--- src/include/sfcp_regs.svh ---
// Opcodes, status layout, reset values and timing counts of the serial flash front end.
`ifndef SFCP_REGS_SVH
`define SFCP_REGS_SVH

// ==========================================================================
// Opcode keys, with bit 3 removed: {op[7:4], op[2:0]}.
`define SFCP_KEY_LATCH_SET    7'h06
`define SFCP_KEY_LATCH_CLEAR  7'h04
`define SFCP_KEY_STATUS_READ  7'h05
`define SFCP_KEY_STATUS_WRITE 7'h01
`define SFCP_KEY_ARRAY_READ   7'h03
`define SFCP_KEY_PROGRAM      7'h02
`define SFCP_KEY_SECTOR_ERASE 7'h2A
`define SFCP_KEY_CHIP_ERASE   7'h32
`define SFCP_KEY_ID_READ      7'h0D

// ==========================================================================
// Status byte bit positions and values.
`define SFCP_ST_ARM       7
`define SFCP_ST_GUARD_HI  3
`define SFCP_ST_GUARD_LO  2
`define SFCP_ST_LATCH     1
`define SFCP_ST_BUSY      0
`define SFCP_ST_ALL_ONES  8'hFF
`define SFCP_NV_RESET     3'h0
`define SFCP_ID_FILL      8'h00

// ==========================================================================
// Self-timed cycle lengths and their counts at the system clock rate.
`define SFCP_CLK_MHZ      100
`define SFCP_TBPC_US      50
`define SFCP_TEC_MS       1000
`define SFCP_TCE_MS       4000
`define SFCP_TSR_MS       60
`define SFCP_PROG_CYC     (`SFCP_TBPC_US * `SFCP_CLK_MHZ)
`define SFCP_SE_CYC       (`SFCP_TEC_MS * 1000 * `SFCP_CLK_MHZ)
`define SFCP_CE_CYC       (`SFCP_TCE_MS * 1000 * `SFCP_CLK_MHZ)
`define SFCP_SR_CYC       (`SFCP_TSR_MS * 1000 * `SFCP_CLK_MHZ)

`endif

--- src/include/sfcp_pkg.sv ---
// Types shared by the serial flash front end.
package sfcp_pkg;

  // ==========================================================================
  // Frame sequencer states.
  typedef enum logic [6:0]
  {
    ST_IDLE   = 7'h01,
    ST_CMD    = 7'h02,
    ST_ADDR   = 7'h04,
    ST_OUT    = 7'h08,
    ST_WDATA  = 7'h10,
    ST_ARMED  = 7'h20,
    ST_IGNORE = 7'h40
  } sfcp_state_e;

  // ==========================================================================
  // One program byte with its array address.
  typedef struct packed
  {
    logic [17:0] addr;
    logic [7:0]  data;
  } sfcp_word_s;

  // Raw link pins in one bundle.
  typedef struct packed
  {
    logic cs_n;
    logic sck;
    logic si;
    logic hold_n;
    logic guard_n;
  } sfcp_pins_s;

endpackage : sfcp_pkg

--- src/verilog/sfcp_flash_front.sv ---
// Serial flash command front end with its program data FIFO.
`timescale 1ns/100ps
`default_nettype none
`include "sfcp_regs.svh"

// ==========================================================================
// FIFO with a registered output stage.
module sfcp_fifo
#(
  parameter int WIDTH = 26,
  parameter int DEPTH = 8
)
(
  // Clock and reset
  input  wire logic             sys_clk,
  input  wire logic             reset_n,
  // Control
  input  wire logic             flush,
  input  wire logic             drain_en,
  // Fill side
  input  wire logic             in_valid,
  output logic                  in_ready,
  input  wire logic [WIDTH-1:0] in_data,
  // Drain side
  output logic                  out_valid,
  input  wire logic             out_ready,
  output logic [WIDTH-1:0]      out_data
);
  localparam int AW = $clog2(DEPTH);

  logic [WIDTH-1:0] mem [DEPTH];
  logic [AW-1:0]    wr_ptr_r;
  logic [AW-1:0]    rd_ptr_r;
  logic [AW:0]      count_r;

  initial
  begin
    if (DEPTH < 2 || (1 << AW) != DEPTH) $error("sfcp_fifo: DEPTH must be a power of two >= 2");
  end

  wire stage_free = ~out_valid | out_ready;
  wire push       = in_valid & in_ready & ~flush;
  wire pop        = drain_en & stage_free & (count_r != '0) & ~flush;

  assign in_ready = (count_r != (AW + 1)'(DEPTH));

  always_ff @(posedge sys_clk)
  begin
    if (push) mem[wr_ptr_r] <= in_data;
  end

  always_ff @(posedge sys_clk or negedge reset_n)
  begin
    if (!reset_n)
    begin
      wr_ptr_r  <= '0;
      rd_ptr_r  <= '0;
      count_r   <= '0;
      out_valid <= 1'b0;
      out_data  <= '0;
    end
    else if (flush)
    begin
      wr_ptr_r  <= '0;
      rd_ptr_r  <= '0;
      count_r   <= '0;
      out_valid <= 1'b0;
    end
    else
    begin
      if (push) wr_ptr_r <= wr_ptr_r + 1'b1;
      if (pop)  rd_ptr_r <= rd_ptr_r + 1'b1;
      count_r <= count_r + (AW + 1)'(push) - (AW + 1)'(pop);
      if (pop)
      begin
        out_valid <= 1'b1;
        out_data  <= mem[rd_ptr_r];
      end
      else if (out_ready)
      begin
        out_valid <= 1'b0;
      end
    end
  end
endmodule : sfcp_fifo

// ==========================================================================
// Device-side command front end.
module sfcp_flash_front
  import sfcp_pkg::*;
#(
  parameter int         FIFO_DEPTH  = 8,
  parameter int         PROG_CYCLES = `SFCP_PROG_CYC,
  parameter int         SE_CYCLES   = `SFCP_SE_CYC,
  parameter int         CE_CYCLES   = `SFCP_CE_CYC,
  parameter int         SR_CYCLES   = `SFCP_SR_CYC,
  parameter logic [7:0] MFR_CODE    = 8'hA5,  // Arbitrary value.
  parameter logic [7:0] DEV_CODE    = 8'h5A   // Arbitrary value.
)
(
  // Clock and reset
  input  wire logic                sys_clk,
  input  wire logic                reset_n,
  // Link pins
  input  wire sfcp_pkg::sfcp_pins_s pins,
  output logic                     so_out,
  output logic                     so_oe,
  // Array read port
  output logic                     rd_req,
  output logic [17:0]              rd_addr,
  input  wire logic [7:0]          rd_data,
  // Array program port
  output logic                     prog_valid,
  input  wire logic                prog_ready,
  output sfcp_pkg::sfcp_word_s     prog_word,
  // Array erase port
  output logic                     erase_req,
  output logic [3:0]               erase_mask,
  // Status view
  output logic [7:0]               status
);
  import sfcp_pkg::*;

  initial
  begin
    if (PROG_CYCLES < 1 || SE_CYCLES < 1 || CE_CYCLES < 1 || SR_CYCLES < 1)
      $error("sfcp_flash_front: cycle counts must be at least one");
  end

  // ==========================================================================
  // Helper functions.
  function automatic logic [6:0] op_key(input logic [7:0] op);
    op_key = {op[7:4], op[2:0]};
  endfunction : op_key

  function automatic logic sector_locked(input logic [1:0] guard, input logic [1:0] sector);
    sector_locked = (guard == 2'h3) | ((guard == 2'h2) & sector[1]) |
                    ((guard == 2'h1) & (sector == 2'h3));
  endfunction : sector_locked

  // ==========================================================================
  // Pin synchronisers and edge detection.
  sfcp_pins_s  meta_r;
  sfcp_pins_s  sync_r;
  logic        sck_d_r;
  logic        cs_d_r;
  logic        guard_d_r;

  always_ff @(posedge sys_clk or negedge reset_n)
  begin
    if (!reset_n)
    begin
      meta_r    <= '{cs_n: 1'b1, sck: 1'b0, si: 1'b0, hold_n: 1'b1, guard_n: 1'b1};
      sync_r    <= '{cs_n: 1'b1, sck: 1'b0, si: 1'b0, hold_n: 1'b1, guard_n: 1'b1};
      sck_d_r   <= 1'b0;
      cs_d_r    <= 1'b1;
      guard_d_r <= 1'b1;
    end
    else
    begin
      meta_r    <= pins;
      sync_r    <= meta_r;
      sck_d_r   <= sync_r.sck;
      cs_d_r    <= sync_r.cs_n;
      guard_d_r <= sync_r.guard_n;
    end
  end

  wire active   = ~sync_r.cs_n & sync_r.hold_n;
  wire sck_rise = active & sync_r.sck & ~sck_d_r;
  wire sck_fall = active & ~sync_r.sck & sck_d_r;
  wire cs_fall  = ~sync_r.cs_n & cs_d_r;
  wire cs_rise  = sync_r.cs_n & ~cs_d_r;
  wire guard_fall = guard_d_r & ~sync_r.guard_n;

  // ==========================================================================
  // Registers.
  sfcp_state_e state_r;
  logic [6:0]  cmd_r;
  logic [5:0]  bit_cnt_r;
  logic [6:0]  in_sr_r;
  logic [17:0] addr_r;
  logic [8:0]  byte_cnt_r;
  logic [7:0]  tx_r;
  logic        rd_pend_r;
  logic        latch_r;
  logic [2:0]  nv_r;
  logic [2:0]  nv_new_r;
  logic        pend_nv_r;
  logic        guard_abort_r;
  logic        release_r;
  logic [31:0] busy_cnt_r;

  // ==========================================================================
  // Decode and selection.
  wire [7:0] rx_byte   = {in_sr_r, sync_r.si};
  wire [6:0] rx_key    = op_key(rx_byte);
  wire       byte_end  = (bit_cnt_r[2:0] == 3'h7);
  wire       cmd_done  = sck_rise & byte_end & (state_r == ST_CMD);
  wire       addr_done = sck_rise & (state_r == ST_ADDR) & (bit_cnt_r == 6'h1F);
  wire       busy      = (busy_cnt_r != 32'h0000_0000);
  wire       busy_end  = (busy_cnt_r == 32'h0000_0001);
  wire       hw_prot   = ~sync_r.guard_n & nv_r[2];
  wire [1:0] guard     = nv_r[1:0];
  wire [7:0] status_byte = busy ? `SFCP_ST_ALL_ONES :
                         {nv_r[2], 3'h0, nv_r[1:0], latch_r, 1'b0};
  wire [3:0] free_mask = {~sector_locked(guard, 2'h3), ~sector_locked(guard, 2'h2),
                          ~sector_locked(guard, 2'h1), ~sector_locked(guard, 2'h0)};
  wire       addr_lock = sector_locked(guard, addr_r[17:16]);
  wire       is_prog   = (cmd_r == `SFCP_KEY_PROGRAM);
  wire       is_sr     = (cmd_r == `SFCP_KEY_STATUS_WRITE);
  wire       is_se     = (cmd_r == `SFCP_KEY_SECTOR_ERASE);
  wire       is_read   = (cmd_r == `SFCP_KEY_ARRAY_READ);
  wire       is_id     = (cmd_r == `SFCP_KEY_ID_READ);
  wire       in_wdata  = (state_r == ST_WDATA);
  wire       in_armed  = (state_r == ST_ARMED);
  wire       go_prog   = cs_rise & in_wdata & is_prog & (byte_cnt_r != 9'h000) & ~addr_lock;
  wire       go_sr     = cs_rise & in_wdata & is_sr & (byte_cnt_r != 9'h000) &
                         ~hw_prot & ~guard_abort_r;
  wire       go_se     = cs_rise & in_armed & is_se & ~addr_lock;
  wire       go_ce     = cs_rise & in_armed & ~is_se & (free_mask != 4'h0);
  wire       push      = sck_rise & byte_end & in_wdata & is_prog;
  wire       flush     = cs_rise & in_wdata & is_prog & ~go_prog;
  wire [31:0] prog_len = 32'(byte_cnt_r) * 32'(PROG_CYCLES);

  // ==========================================================================
  // Frame sequencer.
  sfcp_state_e cmd_state;

  always_comb
  begin
    cmd_state = ST_IGNORE;
    if (!busy || rx_key == `SFCP_KEY_STATUS_READ)
    begin
      case (rx_key)
        `SFCP_KEY_STATUS_READ:  cmd_state = ST_OUT;
        `SFCP_KEY_ID_READ:      cmd_state = ST_OUT;
        `SFCP_KEY_ARRAY_READ:   cmd_state = ST_ADDR;
        `SFCP_KEY_STATUS_WRITE: cmd_state = latch_r ? ST_WDATA : ST_IGNORE;
        `SFCP_KEY_PROGRAM:      cmd_state = latch_r ? ST_ADDR : ST_IGNORE;
        `SFCP_KEY_SECTOR_ERASE: cmd_state = latch_r ? ST_ADDR : ST_IGNORE;
        `SFCP_KEY_CHIP_ERASE:   cmd_state = latch_r ? ST_ARMED : ST_IGNORE;
        default:                cmd_state = ST_IGNORE;
      endcase
    end
  end

  always_ff @(posedge sys_clk or negedge reset_n)
  begin
    if (!reset_n)
    begin
      state_r    <= ST_IDLE;
      cmd_r      <= 7'h00;
      bit_cnt_r  <= 6'h00;
      in_sr_r    <= 7'h00;
      addr_r     <= 18'h0_0000;
      byte_cnt_r <= 9'h000;
    end
    else if (sync_r.cs_n)
    begin
      state_r <= ST_IDLE;
    end
    else if (cs_fall)
    begin
      state_r    <= ST_CMD;
      bit_cnt_r  <= 6'h00;
      byte_cnt_r <= 9'h000;
    end
    else if (sck_rise && state_r != ST_IGNORE && state_r != ST_IDLE)
    begin
      bit_cnt_r <= bit_cnt_r + 6'h01;
      in_sr_r   <= rx_byte[6:0];
      if (cmd_done)
      begin
        cmd_r   <= rx_key;
        state_r <= cmd_state;
      end
      if (state_r == ST_ADDR)
      begin
        addr_r <= {addr_r[16:0], sync_r.si};
      end
      if (addr_done)
      begin
        state_r <= is_read ? ST_OUT : (is_prog ? ST_WDATA : ST_ARMED);
      end
      if (state_r == ST_OUT && byte_end)
      begin
        byte_cnt_r <= (byte_cnt_r == 9'h1FF) ? byte_cnt_r : byte_cnt_r + 9'h001;
        if (is_read) addr_r <= addr_r + 18'h0_0001;
      end
      if (push)
      begin
        addr_r[7:0] <= addr_r[7:0] + 8'h01;
        byte_cnt_r  <= (byte_cnt_r == 9'h100) ? byte_cnt_r : byte_cnt_r + 9'h001;
      end
      if (in_wdata && is_sr && byte_end && byte_cnt_r == 9'h000)
      begin
        byte_cnt_r <= 9'h001;
      end
    end
  end

  // ==========================================================================
  // Serial output path.
  always_ff @(posedge sys_clk or negedge reset_n)
  begin
    if (!reset_n)
    begin
      tx_r      <= 8'h00;
      so_out    <= 1'b0;
      so_oe     <= 1'b0;
      rd_req    <= 1'b0;
      rd_addr   <= 18'h0_0000;
      rd_pend_r <= 1'b0;
    end
    else
    begin
      so_oe     <= active & (state_r == ST_OUT);
      rd_req    <= 1'b0;
      rd_pend_r <= rd_req;
      if (rd_pend_r) tx_r <= rd_data;
      if (cmd_done && cmd_state == ST_OUT)
      begin
        tx_r <= is_id_key(rx_key) ? MFR_CODE : status_byte;
      end
      else if (addr_done && is_read)
      begin
        rd_req  <= 1'b1;
        rd_addr <= {addr_r[16:0], sync_r.si};
      end
      else if (sck_rise && byte_end && state_r == ST_OUT)
      begin
        if (is_read)
        begin
          rd_req  <= 1'b1;
          rd_addr <= addr_r + 18'h0_0001;
        end
        else if (is_id)
          tx_r <= (byte_cnt_r == 9'h000) ? DEV_CODE : `SFCP_ID_FILL;
        else
          tx_r <= status_byte;
      end
      else if (sck_fall && state_r == ST_OUT)
      begin
        so_out <= tx_r[7];
        tx_r   <= {tx_r[6:0], 1'b0};
      end
    end
  end

  function automatic logic is_id_key(input logic [6:0] key);
    is_id_key = (key == `SFCP_KEY_ID_READ);
  endfunction : is_id_key

  // ==========================================================================
  // Write latch, protection bits and self-timed cycles.
  always_ff @(posedge sys_clk or negedge reset_n)
  begin
    if (!reset_n)
    begin
      latch_r       <= 1'b0;
      nv_r          <= `SFCP_NV_RESET;
      nv_new_r      <= `SFCP_NV_RESET;
      pend_nv_r     <= 1'b0;
      guard_abort_r <= 1'b0;
      release_r     <= 1'b0;
      busy_cnt_r    <= 32'h0000_0000;
      erase_req     <= 1'b0;
      erase_mask    <= 4'h0;
      status        <= 8'h00;
    end
    else
    begin
      erase_req <= 1'b0;
      status    <= status_byte;
      if (~sync_r.cs_n & guard_fall)
        guard_abort_r <= 1'b1;
      else if (cs_fall)
        guard_abort_r <= 1'b0;
      if (cmd_done && !busy && rx_key == `SFCP_KEY_LATCH_SET)
        latch_r <= 1'b1;
      if (cmd_done && !busy && rx_key == `SFCP_KEY_LATCH_CLEAR)
        latch_r <= 1'b0;
      if (in_wdata && is_sr && sck_rise && byte_end && byte_cnt_r == 9'h000)
        nv_new_r <= {rx_byte[`SFCP_ST_ARM], rx_byte[`SFCP_ST_GUARD_HI],
                     rx_byte[`SFCP_ST_GUARD_LO]};
      if (busy)
        busy_cnt_r <= busy_cnt_r - 32'h0000_0001;
      if (busy_end)
      begin
        latch_r   <= 1'b0;
        release_r <= 1'b0;
        pend_nv_r <= 1'b0;
        if (pend_nv_r) nv_r <= nv_new_r;
      end
      if (go_prog)
      begin
        release_r  <= 1'b1;
        busy_cnt_r <= prog_len;
      end
      if (go_sr)
      begin
        pend_nv_r  <= 1'b1;
        busy_cnt_r <= 32'(SR_CYCLES);
      end
      if (go_se)
      begin
        erase_req  <= 1'b1;
        erase_mask <= 4'h1 << addr_r[17:16];
        busy_cnt_r <= 32'(SE_CYCLES);
      end
      if (go_ce)
      begin
        erase_req  <= 1'b1;
        erase_mask <= free_mask;
        busy_cnt_r <= 32'(CE_CYCLES);
      end
    end
  end

  // ==========================================================================
  // Program data buffer toward the array.
  sfcp_word_s push_word;
  logic [25:0] pop_word;

  assign push_word = '{addr: addr_r, data: rx_byte};
  assign prog_word = sfcp_word_s'(pop_word);

  sfcp_fifo
  #(
    .WIDTH (26),
    .DEPTH (FIFO_DEPTH)
  )
  u_fifo
  (
    .sys_clk   (sys_clk),
    .reset_n   (reset_n),
    .flush     (flush),
    .drain_en  (release_r),
    .in_valid  (push),
    .in_ready  (),
    .in_data   (push_word),
    .out_valid (prog_valid),
    .out_ready (prog_ready),
    .out_data  (pop_word)
  );
endmodule : sfcp_flash_front

`default_nettype wire

--- config.mk ---
export PLATFORM = sky130hd
export DESIGN_NAME = sfcp_flash_front
export DESIGN_NICKNAME = d
export VERILOG_FILES = /design/src/include/sfcp_pkg.sv /design/src/verilog/sfcp_flash_front.sv
export VERILOG_INCLUDE_DIRS = /design/src /design/src/include
export SDC_FILE = /design/constraint.sdc
export NUM_CORES = 1
export LEC_CHECK = 0
export BUFFER_PORTS_ARGS = -buffer_cell sky130_fd_sc_hd__buf_4
export CAP_MARGIN = 20
export CORE_MARGIN = 1.5
export CORE_UTILIZATION = 57
export CTS_BUF_LIST = sky130_fd_sc_hd__clkbuf_4 sky130_fd_sc_hd__clkbuf_8
export DETAILED_ROUTE_END_ITERATION = 12
export PLACE_DENSITY = 0.71
export SLEW_MARGIN = 20
export SYNTH_ARGS = -nofsm -noshare
export SYNTH_HDL_FRONTEND = slang
export SYNTH_SLANG_ARGS = --single-unit
--- constraint.sdc ---
create_clock -name sys_clk -period 9.9 [get_ports sys_clk]
set_clock_uncertainty 0.2 [all_clocks]
set_input_delay 1.98 -clock sys_clk [delete_from_list [all_inputs] [get_ports sys_clk]]
set_output_delay 1.98 -clock sys_clk [all_outputs]
set_load 0.03 [all_outputs]
==> impl_metrics.json <==
{
  "hold_end": "sync_r[3]",
  "crit_required_ps": 10170,
  "final_util_pct": 65.8,
  "worstSkewPairLatency_ps": 610,
  "p_int_mw": 2.67,
  "drv_cap": 0,
  "syn_area_mm2": 0.0190,
  "place_congestion": 0.864,
  "diodes": 0,
  "wirelength_um": 42700,
  "wl_per_cell_um": 20.1,
  "hold_path_depth": 0,
  "synth_edf_count": 208,
  "yosys_register_bits": 394,
  "postCtsSetupBuffers": 0,
  "critPathMaxStageDelay_ps": 570,
  "core_area_mm2": 0.0327,
  "via_per_inst": 5.97,
  "fmax_mhz": 223,
  "p_seq_share_pct": 51.0,
  "cts_tree": "built",
  "track_usage_pct": 25.7,
  "r2r_start": "byte_cnt_r[6]",
  "leakagePower_nw": 8.92,
  "finalSetupViolCount": 0,
  "min-delay-start": "meta_r[3]",
  "rows": 66,
  "reg2reg_slack_ps": 5410,
  "hp-class": "flop to flop",
  "worstPathArrival_ps": 4760,
  "grt_max_degree": 72,
  "drive_gt1_share_pct": 20.0,
  "tightest_slew_ps": 1100,
  "crit_path_top_delay_cell": "fa_1",
  "numPortBuffers": 76,
  "ys_types": 86,
  "powerDensity_mw_per_mm2": 161,
  "syn_nets": 1633,
  "htree_levels": 3,
  "switching_power_mw": 0.791,
  "cp_cell_sequence": "fa_1, inv_1, fa_1, inv_1, ha_1, inv_1, fa_1, inv_1, ha_1, or3_1, nand2b_1, o221a_2, or3_1, a21oi_1, nor2_1",
  "root_buffer": "clkbuf_8",
  "setup_ws_ps": 5410,
  "vdd_drop_max_mv": 0.105,
  "hpwl_um": 28000,
  "clk_path_buf_depth": 3,
  "syn_avg_cell_area_um2": 12.4,
  "fp.dieH_um": 186,
  "hold_viol": 0,
  "pre_cts_slack_ps": 4950,
  "die_x_um": 186,
  "crit_family": "adder cells",
  "synth-seq-area-share_pct": 57.3,
  "synthCells": 1537,
  "ys_async_sr_fraction_pct": 47.2,
  "antenna_found_initial": 0,
  "outcome": "finished, final reports clean",
  "finalCriticalPeriod_ps": 4490,
  "finalNetCount": 1726,
  "p_sw_share_pct": 22.9,
  "slew_viol_final": 0,
  "ctsHoldBuffers": 0,
  "cts_num_sinks": 394,
  "crit_top_cell": "inv_1",
  "worstSetupPathType": "flop to flop",
  "ys.flop_type": "edfxtp_1",
  "drc_errors": 0,
  "first_global_vias": 12442,
  "io-pin-count": 77,
  "p_clk_share_pct": 44.6,
  "critPathCaptureType": "flop",
  "grt_pass1_wl_um": 67800,
  "grt.overflow.total": 0,
  "yosys_warnings": 0,
  "path_clk_slew_ps": 60,
  "timing.slew.headroom_pct": 26.4,
  "syn2layout_area_growth_pct": 13.0,
  "rr_endpoint": "busy_cnt_r[19]",
  "fin_setup_tns_ps": 0,
  "comb_power_share_pct": 4.5,
  "ff2ff_path_depth": 15,
  "grt_setup_unrepaired": "false",
  "post-route-period-util_pct": 45.4,
  "drtAntennaViolNets": 0,
  "p_total_mw": 3.46,
  "cp_num_buf_inv": 4,
  "numCtsBuffers": 67,
  "cp-start-kind": "flop",
  "die_area_mm2": 0.0345,
  "drt-initial-drc-count": 802,
  "start_util_pct": 58.2,
  "worstPathMaxFanout": 9,
  "via_count": 12673,
  "firstDrtPassIters": 5,
  "ctsResizeCount": 0
}
-- kinds of logic (layout without fill, tap and decap cells) --
kind of cell    after synthesis  after routing  share of synthesized area, %
flops                       394            394                          57.3
buf+inv                     150            295                          3.23
simple gates                457            457                          12.1
fa+ha+maj                    80             80                          5.93
compound gates              297            297                          9.86
xor+xnor                     45             45                          2.07
mux                         114            114                          9.50
-- worst register-to-register path, cell delays in order, from the launching register on --
cell      delay [ps]
dfrtp_1          500
fa_1             570
inv_1             50
fa_1             500
inv_1             40
ha_1             260
inv_1             50
fa_1             530
inv_1             40
ha_1             210
or3_1            430
nand2b_1         190
o221a_2          250
or3_1            340
a21oi_1          150
nor2_1            60
-- routing by layer --
metal	GRT usage, %	wire [um]	vias to the layer above
li1	-	-	5897
met4	9.74	1220	0
met2	43.7	21500	420
met3	3.70	2250	84
met5	0	0	-
met1	33.7	17700	6272
-- worst max-delay path by stage --
stage	slack (ps)	startpoint	to	depth (start not counted)
2_1_floorplan	5440	sync_r[4]	u_fifo.mem[0][0]	7
3_3_place_gp	5040	prog_ready	u_fifo.count_r[2]	10
3_5_place_dp	4950	prog_ready	u_fifo.count_r[2]	10
4_1_cts	5390	byte_cnt_r[4]	u_fifo.count_r[2]	13
5_1_grt	5110	byte_cnt_r[4]	u_fifo.count_r[2]	13
6_report	5410	byte_cnt_r[6]	busy_cnt_r[19]	15
-- cells in the mapped netlist, types with 9 or more instances --
library cell,instances,area (um2)
dfrtp_1,177,4430
nor2b_1,12,75.1
a21oi_1,61,305
a31oi_1,11,68.8
nor2_1,97,364
xor2_1,16,140
clkbuf_1,52,195
or3_1,17,106
o21ai_0,103,515
edfxtp_1,208,6250
nand2_1,138,518
or4_1,13,97.6
nand3_1,34,170
inv_1,74,278
buf_1,9,33.8
o31ai_1,13,97.6
nor3_1,38,190
xnor2_1,29,254
mux2_2,14,158
mux4_2,52,1170
dfstp_2,9,236
a21o_1,9,67.6
a211oi_1,11,82.6
fa_1,17,340
ha_1,63,788
nand4_1,16,100
mux2i_1,48,480
nand2b_1,14,87.6
or2_2,9,56.3
nor4_1,18,113
o22ai_1,14,87.6
-- metrics by stage --
stage	hold slack [ps]	instances	area [um2]
after global placement	134	2003	20100
final	148	2124	21500
after CTS	150	2124	21500
after floorplan	131	1537	19000
after detailed placement	135	2003	20100
after global routing	153	2124	21500
-- power groups by stage --
stage / combinational, mW / sequential, mW / clock (mW)
CTS: 0.155 / 1.76 / 1.57
detailed placement: 0.150 / 1.79 / 0
global route: 0.178 / 1.76 / 1.65
global placement: 0.148 / 1.79 / 0
floorplan: 0.0986 / 1.78 / 0
finish: 0.155 / 1.76 / 1.54
-- sequential cells by signal, summed over array words and instances, names as in the netlist, 3 cells and up --
| signal | flops |
|---|---|
| in_sr_r | 7 |
| nv_r | 3 |
| state_r | 7 |
| byte_cnt_r | 9 |
| meta_r | 5 |
| u_fifo.out_data | 26 |
| u_fifo.count_r | 4 |
| u_fifo.mem | 208 |
| u_fifo.wr_ptr_r | 3 |
| tx_r | 8 |
| nv_new_r | 3 |
| erase_mask | 4 |
| bit_cnt_r | 6 |
| addr_r | 18 |
| u_fifo.rd_ptr_r | 3 |
| rd_addr | 18 |
| busy_cnt_r | 32 |
| sync_r | 4 |
| cmd_r | 7 |
| status | 5 |
-- final cells by class --
class | instances | area (um2)
Fill cell | 2513 | 11200
Sequential cell | 394 | 10900
Multi-Input combinational cell | 993 | 7560
Clock buffer | 100 | 1250
Timing Repair Buffer | 99 | 749
Tap cell | 442 | 553
Inverter | 75 | 287
Clock inverter | 21 | 206
-- layout by cell type (no fill, tap or decap), types with 34 or more instances in the layout --
cell / netlist / routed
nor3_1: 38 / 35
ha_1: 63 / 63
nor2_1: 97 / 90
clkbuf_8: 0 / 81
edfxtp_1: 208 / 208
mux2i_1: 48 / 48
mux4_2: 52 / 52
dfrtp_1: 177 / 175
o21ai_0: 103 / 102
buf_4: 3 / 98
inv_1: 74 / 74
nand3_1: 34 / 34
nand2_1: 138 / 138
a21oi_1: 61 / 61
No activity file was read; power rests on OpenSTA's default activity.
